`src/fast_oc_defines.svh`:
```
// Constants of the fast over-current fault response block.
// Assumes a 100 MHz controller clock; included by bare name.
`ifndef FAST_OC_DEFINES_SVH
`define FAST_OC_DEFINES_SVH

// ==========================================
// Register map
`define FOC_CFG_CMD 8'hCA
`define FOC_CFG_RESET 8'h00

// ==========================================
// Field positions of the response setting
`define FOC_RESP_HI 7
`define FOC_RESP_LO 6
`define FOC_RETRY_HI 5
`define FOC_RETRY_LO 3
`define FOC_DELAY_HI 2
`define FOC_DELAY_LO 0

// ==========================================
// Codes
`define FOC_RESP_IGNORE 2'h0
`define FOC_RESP_SHUT_RETRY 2'h3
`define FOC_RETRY_NONE 3'h0
`define FOC_RETRY_ALWAYS 3'h7

// ==========================================
// Timing
`define FOC_CLK_PERIOD_NS 10
`define FOC_MS_NS 1000000
`define FOC_CYCLES_PER_MS (`FOC_MS_NS / `FOC_CLK_PERIOD_NS)
`define FOC_UNIT0_MS 16'h0001
`define FOC_UNIT1_MS 16'h0004
`define FOC_UNIT2_MS 16'h0010
`define FOC_UNIT3_MS 16'h0100

`endif

```
`src/fast_oc_pkg.sv`:
```
// Types shared by the fast over-current fault response block.
// Assumes fast_oc_defines.svh supplies the numbers.
package fast_oc_pkg;

	// ==========================================
	// Decoded response setting
	typedef struct packed {
		logic [1:0] response;
		logic [2:0] retry;
		logic [2:0] delay_exp;
	} resp_cfg_s;

	// ==========================================
	// Response sequencer states
	typedef enum logic [2:0] {
		ST_RUN = 3'b000,
		ST_LIMIT = 3'b001,
		ST_OFF_WAIT = 3'b010,
		ST_RESTART = 3'b011,
		ST_HELD_OFF = 3'b100
	} resp_state_e;

endpackage

```
`src/fast_oc_cfg_reg.sv`:
```
// Response setting register reached by its command code.
// Assumes single-cycle write and read strobes from the command decoder.
`timescale 1ns/10ps
`include "fast_oc_defines.svh"

module fast_oc_cfg_reg (
	// Clock and reset
	input wire logic mclk,
	input wire logic reset,
	// Command port
	input wire logic [7:0] cmd_code,
	input wire logic cmd_wr,
	input wire logic cmd_rd,
	input wire logic [7:0] cmd_wdata,
	output logic [7:0] cmd_rdata,
	output logic cmd_rvalid,
	output logic cmd_ack,
	// Decoded setting
	output fast_oc_pkg::resp_cfg_s cfg
);

	logic [7:0] fast_overcurrent_response_config_r;
	logic [7:0] rdata_r;
	logic rvalid_r;
	logic ack_r;
	wire hit;

	function automatic logic is_cfg(input logic [7:0] code);
		return code == `FOC_CFG_CMD;
	endfunction

	assign hit = is_cfg(cmd_code);

	always_ff @(posedge mclk) begin
		if (reset) begin
			fast_overcurrent_response_config_r <= `FOC_CFG_RESET;
			rdata_r <= 8'h00;
			rvalid_r <= 1'b0;
			ack_r <= 1'b0;
		end else begin
			if (cmd_wr && hit) begin
				fast_overcurrent_response_config_r <= cmd_wdata;
			end
			// Unknown codes answer a read with zero and no acknowledge
			rdata_r <= (cmd_rd && hit) ? fast_overcurrent_response_config_r : 8'h00;
			rvalid_r <= cmd_rd;
			ack_r <= (cmd_wr || cmd_rd) && hit;
		end
	end

	assign cmd_rdata = rdata_r;
	assign cmd_rvalid = rvalid_r;
	assign cmd_ack = ack_r;
	assign cfg.response = fast_overcurrent_response_config_r[`FOC_RESP_HI:`FOC_RESP_LO];
	assign cfg.retry = fast_overcurrent_response_config_r[`FOC_RETRY_HI:`FOC_RETRY_LO];
	assign cfg.delay_exp = fast_overcurrent_response_config_r[`FOC_DELAY_HI:`FOC_DELAY_LO];

endmodule

```
`src/fast_oc_delay_timer.sv`:
```
// Delay timer: counts (time unit << exponent) milliseconds after a start pulse.
// Assumes start is a one-cycle pulse; a new start restarts the interval.
`timescale 1ns/10ps
`include "fast_oc_defines.svh"

module fast_oc_delay_timer #(
	parameter int CYCLES_PER_MS = `FOC_CYCLES_PER_MS
) (
	// Clock and reset
	input wire logic mclk,
	input wire logic reset,
	// Control
	input wire logic start,
	input wire logic [1:0] unit_code,
	input wire logic [2:0] delay_exp,
	// Status
	output logic done
);

	logic [16:0] pre_r;
	logic [15:0] ms_left_r;
	logic running_r;
	logic done_r;
	wire ms_tick;
	wire [15:0] unit_ms;
	wire [15:0] total_ms;

	// Unit select, then 1,2,4..128 units
	assign unit_ms = (unit_code == 2'h0) ? `FOC_UNIT0_MS :
		(unit_code == 2'h1) ? `FOC_UNIT1_MS :
		(unit_code == 2'h2) ? `FOC_UNIT2_MS : `FOC_UNIT3_MS;
	assign total_ms = unit_ms << delay_exp;
	assign ms_tick = running_r && (pre_r == 17'(CYCLES_PER_MS - 1));

	always_ff @(posedge mclk) begin
		if (reset) begin
			pre_r <= 17'h00000;
			ms_left_r <= 16'h0000;
			running_r <= 1'b0;
			done_r <= 1'b0;
		end else begin
			done_r <= 1'b0;
			if (start) begin
				pre_r <= 17'h00000;
				ms_left_r <= total_ms;
				running_r <= 1'b1;
			end else if (ms_tick) begin
				pre_r <= 17'h00000;
				ms_left_r <= ms_left_r - 16'h0001;
				if (ms_left_r == 16'h0001) begin
					running_r <= 1'b0;
					done_r <= 1'b1;
				end
			end else if (running_r) begin
				pre_r <= pre_r + 17'h00001;
			end
		end
	end

	assign done = done_r;

endmodule

```
`src/fast_overcurrent_fault_response.sv`:
```
// Fast output over-current fault response sequencer.
// Assumes comparator and control inputs are synchronous to mclk.
// Assumes the fault-clear pulse and the stop levels come from the supervisor.
//
// Functional notes
// - Any response code sets the status fault bit
// - Any response code notifies the host
// - Code 00: run on, limit at normal threshold
// - Code 11: limit at fast threshold for delay
// - Still limiting after delay: shut down, retry
// - Retry 000: no restart, held off until clear
// - Retry 001: exactly one restart attempt
// - Retry 010: exactly two restart attempts
// - Retry 011: exactly three restart attempts
// - All attempts failed: output held off until clear
// - Retry 111: restart attempts without limit
// - Attempt-to-attempt spacing equals the delay
// - Retry 100..110: four to six attempts
// - Delay field n selects 2^n units
// - Unit code selects 1, 4, 16, 256 ms
// - Off command, bias loss, other fault stop retrying
`timescale 1ns/10ps
`include "fast_oc_defines.svh"

module fast_overcurrent_fault_response #(
	parameter int CYCLES_PER_MS = `FOC_CYCLES_PER_MS
) (
	// Clock and reset
	input wire logic mclk,
	input wire logic reset,
	// Command port for the response setting
	input wire logic [7:0] cmd_code,
	input wire logic cmd_wr,
	input wire logic cmd_rd,
	input wire logic [7:0] cmd_wdata,
	output logic [7:0] cmd_rdata,
	output logic cmd_rvalid,
	output logic cmd_ack,
	// Time unit field from the fault configuration
	input wire logic [1:0] current_fault_time_unit,
	// Power stage sense and control
	input wire logic fast_oc_detect,
	input wire logic current_limiting,
	input wire logic fault_clear,
	input wire logic commanded_off,
	input wire logic bias_ok,
	input wire logic other_fault_shutdown,
	// Outputs to the power stage
	output logic output_enable,
	output logic limit_at_normal,
	output logic limit_at_fast,
	output logic restart_strobe,
	// Status and host notification
	output logic status_fast_oc_fault,
	output logic host_alert,
	output logic [2:0] seq_state
);

	// ==========================================
	// Configuration and timer
	fast_oc_pkg::resp_cfg_s cfg;
	logic timer_start;
	logic timer_done;

	fast_oc_cfg_reg u_cfg (
		.mclk(mclk),
		.reset(reset),
		.cmd_code(cmd_code),
		.cmd_wr(cmd_wr),
		.cmd_rd(cmd_rd),
		.cmd_wdata(cmd_wdata),
		.cmd_rdata(cmd_rdata),
		.cmd_rvalid(cmd_rvalid),
		.cmd_ack(cmd_ack),
		.cfg(cfg)
	);

	// A new time unit takes effect at the next start, not mid-delay
	fast_oc_delay_timer #(
		.CYCLES_PER_MS(CYCLES_PER_MS)
	) u_timer (
		.mclk(mclk),
		.reset(reset),
		.start(timer_start),
		.unit_code(current_fault_time_unit),
		.delay_exp(cfg.delay_exp),
		.done(timer_done)
	);

	// ==========================================
	// State
	fast_oc_pkg::resp_state_e state_r;
	fast_oc_pkg::resp_state_e state_nxt;
	// Remaining restart attempts; not consulted under continuous retry
	logic [2:0] tries_left_r;
	logic [2:0] tries_left_nxt;
	logic detect_d_r;
	logic status_r;
	logic alert_r;
	logic out_en_r;
	logic lim_norm_r;
	logic lim_fast_r;
	logic restart_r;
	logic restart_nxt;

	wire fault_edge;
	wire shut_retry;
	wire ignore_fault;
	wire stop_retry;
	wire retry_none;
	wire retry_always;
	wire more_tries;
	wire [2:0] tries_dec;

	// ==========================================
	// State decoding used by the output controls

	// Output is off while a shutdown is waited out and while held off
	function automatic logic is_output_off(input fast_oc_pkg::resp_state_e st);
		return (st == fast_oc_pkg::ST_OFF_WAIT) || (st == fast_oc_pkg::ST_HELD_OFF);
	endfunction

	// Fast threshold clamps during the delay and during each attempt
	function automatic logic is_fast_limit(input fast_oc_pkg::resp_state_e st);
		return (st == fast_oc_pkg::ST_LIMIT) || (st == fast_oc_pkg::ST_RESTART);
	endfunction

	// Only normal operation lets the ignore-fault codes clamp
	function automatic logic is_running(input fast_oc_pkg::resp_state_e st);
		return st == fast_oc_pkg::ST_RUN;
	endfunction

	// ==========================================
	// Fault and setting decode
	// Edge, not level: a lasting fault must not rerun the sequence
	assign fault_edge = fast_oc_detect && !detect_d_r;
	// Codes 01 and 10 fall back to ignore-fault limiting
	assign shut_retry = (cfg.response == `FOC_RESP_SHUT_RETRY);
	assign ignore_fault = !shut_retry;
	assign stop_retry = commanded_off || !bias_ok || other_fault_shutdown;
	assign retry_none = (cfg.retry == `FOC_RETRY_NONE);
	assign retry_always = (cfg.retry == `FOC_RETRY_ALWAYS);
	// Continuous retry never runs out; others count down to zero
	assign more_tries = retry_always || (tries_left_r != 3'h0);
	// Saturates at zero so an odd sequence can never wrap the count
	assign tries_dec = (tries_left_r == 3'h0) ? 3'h0 : tries_left_r - 3'h1;

	// ==========================================
	// Sequencer
	// One shared timer: each timed phase (limit, off-wait, restart) restarts it, so an old expiry never carries over
	always_comb begin
		state_nxt = state_r;
		tries_left_nxt = tries_left_r;
		timer_start = 1'b0;
		restart_nxt = 1'b0;
		unique case (state_r)
			fast_oc_pkg::ST_RUN: begin
				if (fault_edge && shut_retry) begin
					state_nxt = fast_oc_pkg::ST_LIMIT;
					timer_start = 1'b1;
				end
			end
			fast_oc_pkg::ST_LIMIT: begin
				if (timer_done) begin
					if (!current_limiting) begin
						state_nxt = fast_oc_pkg::ST_RUN;
					end else if (retry_none) begin
						state_nxt = fast_oc_pkg::ST_HELD_OFF;
					end else begin
						state_nxt = fast_oc_pkg::ST_OFF_WAIT;
						tries_left_nxt = cfg.retry;
						timer_start = 1'b1;
					end
				end
			end
			fast_oc_pkg::ST_OFF_WAIT: begin
				// A stop request outranks an expiring wait
				if (stop_retry) begin
					state_nxt = fast_oc_pkg::ST_HELD_OFF;
				end else if (timer_done) begin
					state_nxt = fast_oc_pkg::ST_RESTART;
					restart_nxt = 1'b1;
					timer_start = 1'b1;
					tries_left_nxt = tries_dec;
				end
			end
			fast_oc_pkg::ST_RESTART: begin
				if (stop_retry) begin
					state_nxt = fast_oc_pkg::ST_HELD_OFF;
				end else if (timer_done) begin
					if (!current_limiting) begin
						state_nxt = fast_oc_pkg::ST_RUN;
					end else if (more_tries) begin
						// Next attempt starts one delay after the last one
						restart_nxt = 1'b1;
						timer_start = 1'b1;
						if (!retry_always) begin
							tries_left_nxt = tries_dec;
						end
					end else begin
						state_nxt = fast_oc_pkg::ST_HELD_OFF;
					end
				end
			end
			fast_oc_pkg::ST_HELD_OFF: begin
				// Only a clear releases; stop inputs need no release of their own
				if (fault_clear) begin
					state_nxt = fast_oc_pkg::ST_RUN;
				end
			end
			default: begin
				state_nxt = fast_oc_pkg::ST_HELD_OFF;
			end
		endcase
	end

	always_ff @(posedge mclk) begin
		if (reset) begin
			state_r <= fast_oc_pkg::ST_RUN;
			tries_left_r <= 3'h0;
		end else begin
			state_r <= state_nxt;
			tries_left_r <= tries_left_nxt;
		end
	end

	// Resets low like the idle comparator, so no false edge follows reset
	always_ff @(posedge mclk) begin
		if (reset) begin
			detect_d_r <= 1'b0;
		end else begin
			detect_d_r <= fast_oc_detect;
		end
	end

	// One-cycle pulse per attempt, never held across attempts
	always_ff @(posedge mclk) begin
		if (reset) begin
			restart_r <= 1'b0;
		end else begin
			restart_r <= restart_nxt;
		end
	end

	// ==========================================
	// Status bit and host notification
	always_ff @(posedge mclk) begin
		if (reset) begin
			status_r <= 1'b0;
		end else begin
			// A new fault in the clearing cycle keeps the bit set
			if (fault_edge) begin
				status_r <= 1'b1;
			end else if (fault_clear) begin
				status_r <= 1'b0;
			end
		end
	end

	// Alert is a pulse per event; the host reads the cause from the status bit
	always_ff @(posedge mclk) begin
		if (reset) begin
			alert_r <= 1'b0;
		end else begin
			alert_r <= fault_edge;
		end
	end

	// ==========================================
	// Power stage controls
	// Registered from the next state so each control lines up with seq_state
	wire out_en_nxt;
	wire lim_norm_nxt;
	wire lim_fast_nxt;

	assign out_en_nxt = !is_output_off(state_nxt);
	// Ignore-fault codes clamp at the normal limit for as long as the fault lasts
	assign lim_norm_nxt = ignore_fault && fast_oc_detect && is_running(state_nxt);
	assign lim_fast_nxt = is_fast_limit(state_nxt);

	// Output stays on through reset so start-up is not held back
	always_ff @(posedge mclk) begin
		if (reset) begin
			out_en_r <= 1'b1;
		end else begin
			out_en_r <= out_en_nxt;
		end
	end

	always_ff @(posedge mclk) begin
		if (reset) begin
			lim_norm_r <= 1'b0;
			lim_fast_r <= 1'b0;
		end else begin
			lim_norm_r <= lim_norm_nxt;
			lim_fast_r <= lim_fast_nxt;
		end
	end

	assign output_enable = out_en_r;
	assign limit_at_normal = lim_norm_r;
	assign limit_at_fast = lim_fast_r;
	assign restart_strobe = restart_r;
	assign status_fast_oc_fault = status_r;
	assign host_alert = alert_r;
	assign seq_state = state_r;

endmodule

```
`config.mk`:
```
export PLATFORM = sky130hd
export DESIGN_NAME = fast_overcurrent_fault_response
export DESIGN_NICKNAME = d
export VERILOG_FILES = /design/src/fast_oc_pkg.sv /design/src/fast_oc_cfg_reg.sv /design/src/fast_oc_delay_timer.sv /design/src/fast_overcurrent_fault_response.sv
export VERILOG_INCLUDE_DIRS = /design/src
export SDC_FILE = /design/constraint.sdc
export NUM_CORES = 1
export LEC_CHECK = 0
export BUFFER_PORTS_ARGS = -buffer_cell sky130_fd_sc_hd__buf_4
export CAP_MARGIN = 20
export CORE_MARGIN = 8
export CORE_UTILIZATION = 45
export DETAILED_ROUTE_END_ITERATION = 12
export PLACE_DENSITY_LB_ADDON = 0.05
export SLEW_MARGIN = 40
export SYNTH_ARGS = -nofsm -noshare
export SYNTH_HDL_FRONTEND = slang
export SYNTH_HIERARCHICAL = 1
export SYNTH_SLANG_ARGS = --single-unit
```
`constraint.sdc`:
```
create_clock -name mclk -period 2.4 [get_ports mclk]
set_input_delay 0.36 -clock mclk [delete_from_list [all_inputs] [get_ports mclk]]
set_output_delay 0.36 -clock mclk [all_outputs]
set_load 0.005 [all_outputs]
```
==> metrics.log <==
[metrics] result of the run: completed
[metrics] drt via density: 5.430
[metrics] y dimension of the die: 104.6 um
[metrics] number of failing hold endpoints at the final stage: 0
[metrics] measured slew at the worst slew-check pin: 557.7 ps
[metrics] signed area change from the synthesized netlist to the final layout: 23.19%
[metrics] worst vdd rail ir drop: 0.2096 mV
[metrics] quantity of I/O buffers inserted on ports: 46
[metrics] Final #Nets: 505
[metrics] clock root cell: clkbuf_8
[metrics] insertion delay of the later-clocked pin in the worst-skew pair: 340 ps
[metrics] Tot GR Track Use: 16.07%
[metrics] clock network power share: 41.7%
[metrics] most common cell in the netlist: dfxtp_1
[metrics] data arrival time of the critical path: 2450 ps
[metrics] Synth Area per Inst: 8.749 sq um
[metrics] Power Density: 477.3 nW/um^2
[metrics] number of setup buffers added after CTS: 0
[metrics] maximum clock frequency: 0.4547 GHz
[metrics] Die Footprint: 10950 sq um
[metrics] number of remaining DRC errors: 0
[metrics] count of fill cells added during filler insertion: 709
[metrics] number of warnings issued by yosys: 6
[metrics] max-slew headroom at the worst pin: 62.47%
[metrics] pin count of the biggest net entering global routing: 37
[metrics] Synth top area share: 37.38%
[metrics] Maximum Capacitance Violations: 0
[metrics] endpoints failing setup: 0
[metrics] final weighted congestion in routability-driven placement: 0.8309
[metrics] list of most frequent post-synthesis cells: dfxtp_1 (66), nor2_1 (47), nand2_1 (34)
[metrics] Distinct cells, synth: 72
[metrics] number of CTS-inserted buffers: 9
[metrics] count of pins over their slew limit: 0
[metrics] critical path class: register to register
[metrics] Cell Area, Synth: 3535 sq um
[metrics] Core Box Area: 7687 sq um
[metrics] power share of the combinational group: 5.3%
[metrics] static leakage power: 1.707 nW
[metrics] clock transition at the register clock pins on the worst setup and hold paths after CTS: 80 ps
[metrics] global-route wire length before repair: 14.66 mm
[metrics] DRT Wirelength: 8.723 mm
[metrics] starting utilization of the core area: 45.98%
[metrics] fraction of registers with async set or reset after synthesis: 0%
[metrics] H-tree depth: 3
[metrics] Reg power frac: 53.0%
[metrics] Vias: 3144
[metrics] cts hold-fix bufs: 0
[metrics] flop and latch count out of synthesis: 66
[metrics] number of sinks on the clock net: 66
[metrics] synth top area cells: dfxtp_1 (37%), nor2_1 (5.0%), xor2_1 (4.0%)
[metrics] EDFF count, synth: 0
[metrics] Post-Place Worst Slack: -80.86 ps
[metrics] net count of the mapped netlist: 437
[metrics] post-layout minimum cycle time: 2199 ps
[metrics] diode insertion count for antenna repair: 0
[metrics] share of cells above drive strength 1: 26.42%
[metrics] TritonCTS clock tree: done
[metrics] proportion of synthesized chip area in sequential cells: 37.38%
[metrics] internal power: 1.588 mW
[metrics] number of global-route vias before repair: 3051
[metrics] IO Count: 47
[metrics] floorplan die width: 104.6 um
[metrics] leading area contributor after synthesis: dfxtp_1
[metrics] worst endpoint required time: 2650 ps
[metrics] PnR worst setup slack: 200.5 ps
[metrics] maximum net fanout on the critical path: 6
[metrics] final routed wire length divided by cell count: 15.07 um
[metrics] number of antenna violations at the first check in global routing: 0
[metrics] element type at the critical path end: register
[metrics] Sw Share: 23.60%
[metrics] Overflow after GRT: 0
[metrics] switching power of the nets: 490.4 uW
[metrics] number of standard-cell rows in the floorplan: 32
[metrics] count of cells resized by post-cts repair: 0
[metrics] Post-DP HPWL: 6.443 mm
[metrics] worst clock skew on the final layout: 13.85 ps
[metrics] Max clock buf depth: 2
[metrics] number of violations reported at the end of detailed-routing iteration 0: 185
[metrics] count of antenna-violating nets left after detailed routing: 0
[metrics] predominant post-synthesis flop cell: dfxtp_1
[metrics] drt pass-1 iters: 5
[metrics] Mapped Cells: 404
[metrics] Worst Hold Class: primary input to register
[metrics] element type at the critical path start: register
[metrics] share of the clock period used by the worst path: 91.64%
[metrics] Final Hold Slack: 245.7 ps
[area by class of cell]
class / instances / area [sq um] / share of cell area [%]
clock buffer: 12 / 155.1 / 3.563
timing repair buffer: 77 / 590.6 / 13.56
multi-input combinational: 309 / 2098 / 48.19
sequential: 66 / 1323 / 30.37
clock inverter: 4 / 26.28 / 0.6034
inverter: 9 / 33.78 / 0.7759
tap: 102 / 127.6 / 2.931
[cells by family (layout without fill, tap and decap cells)]
family	Yosys count	after routing	share of synthesized area [%]
buffers and inverters	29	102	3.682
xor gates and xnor gates	26	26	6.442
muxes	14	14	4.035
AOI/OAI and AO/OA	55	55	12.50
adders and majority gates	5	5	1.770
DFF	66	66	37.38
and+or+nand+nor	209	209	34.19
[worst max-delay path: stages, from the launching register on]
cell      delay, ps
dfxtp_1         370
nand2b_1        180
or3_1           360
o21ai_2         290
nand4_1         140
or3_1           350
a211o_1         300
nor3_1          120
[stage by stage]
stage	total power, mW	std cells	util (%)	area, sq um	TNS (ps)
finish	2.078	579	56.64	4354	0
global route	2.163	579	56.64	4354	-7.024
CTS	2.110	579	56.43	4338	0
detailed placement	1.238	563	54.07	4156	-93.43
global placement	1.237	563	54.07	4156	0
floorplan	1.179	404	-	3535	0
[sequential cells by signal, indices dropped and copies added, names as in the netlist]
signal                cells
u_cfg/cmd_ack             1
u_timer/running_r         1
u_cfg/cmd_rdata           8
u_timer/ms_left_r        16
u_cfg/cfg                 8
u_cfg/cmd_rvalid          1
restart_strobe            1
seq_state                 3
limit_at_fast             1
output_enable             1
u_timer/done              1
tries_left_r              3
host_alert                1
u_timer/pre_r            17
status_fast_oc_fault      1
limit_at_normal           1
detect_d_r                1
[power by group through the flow]
stage / combinational [mW] / clock, mW / sequential (mW)
6_report: 0.111 / 0.866 / 1.10
5_1_grt: 0.122 / 0.940 / 1.10
4_1_cts: 0.111 / 0.898 / 1.10
3_5_place_dp: 0.111 / 0 / 1.13
3_3_place_gp: 0.111 / 0 / 1.13
2_1_floorplan: 0.0518 / 0 / 1.13
[final timing paths]
kind	startpoint	endpoint	slack (ps)	depth (start not counted)
worst max-delay path	seq_state[2]	u_timer/ms_left_r[12]	200	7
worst min-delay path	fast_oc_detect	detect_d_r	250	3
worst max register to register	seq_state[2]	u_timer/ms_left_r[12]	200	7
worst min register to register	detect_d_r	host_alert	440	1
[cells in the final DEF (no fill, tap or decap), types with 3 or more instances in the layout]
cell type / n
buf_4: 76
dfxtp_1: 65
nor2_1: 47
nand2_1: 34
nand2b_1: 21
xor2_1: 16
nand4_1: 15
nor3_1: 15
nand3_1: 13
mux2i_1: 12
and2_1: 11
clkbuf_8: 11
xnor2_1: 10
a21oi_1: 9
o21ai_0: 8
inv_1: 7
and3_1: 6
nor4_1: 5
ha_1: 5
nand4b_1: 4
nor2b_1: 4
nor3_2: 3
a211oi_2: 3
a211oi_1: 3
or4_4: 3
and4_1: 3
nor4_2: 3
o32ai_1: 3
[metal layers]
metal	vias up	wire, um	part of all wire (%)	track usage (%)
li1	1584	-	-	-
met1	1470	4394	50	21.69
met2	82	3730	43	24.09
met3	8	515	5.9	4.361
met4	0	82	0.94	5.505
met5	-	0	0	0
Power figures use the tool's default switching activity.
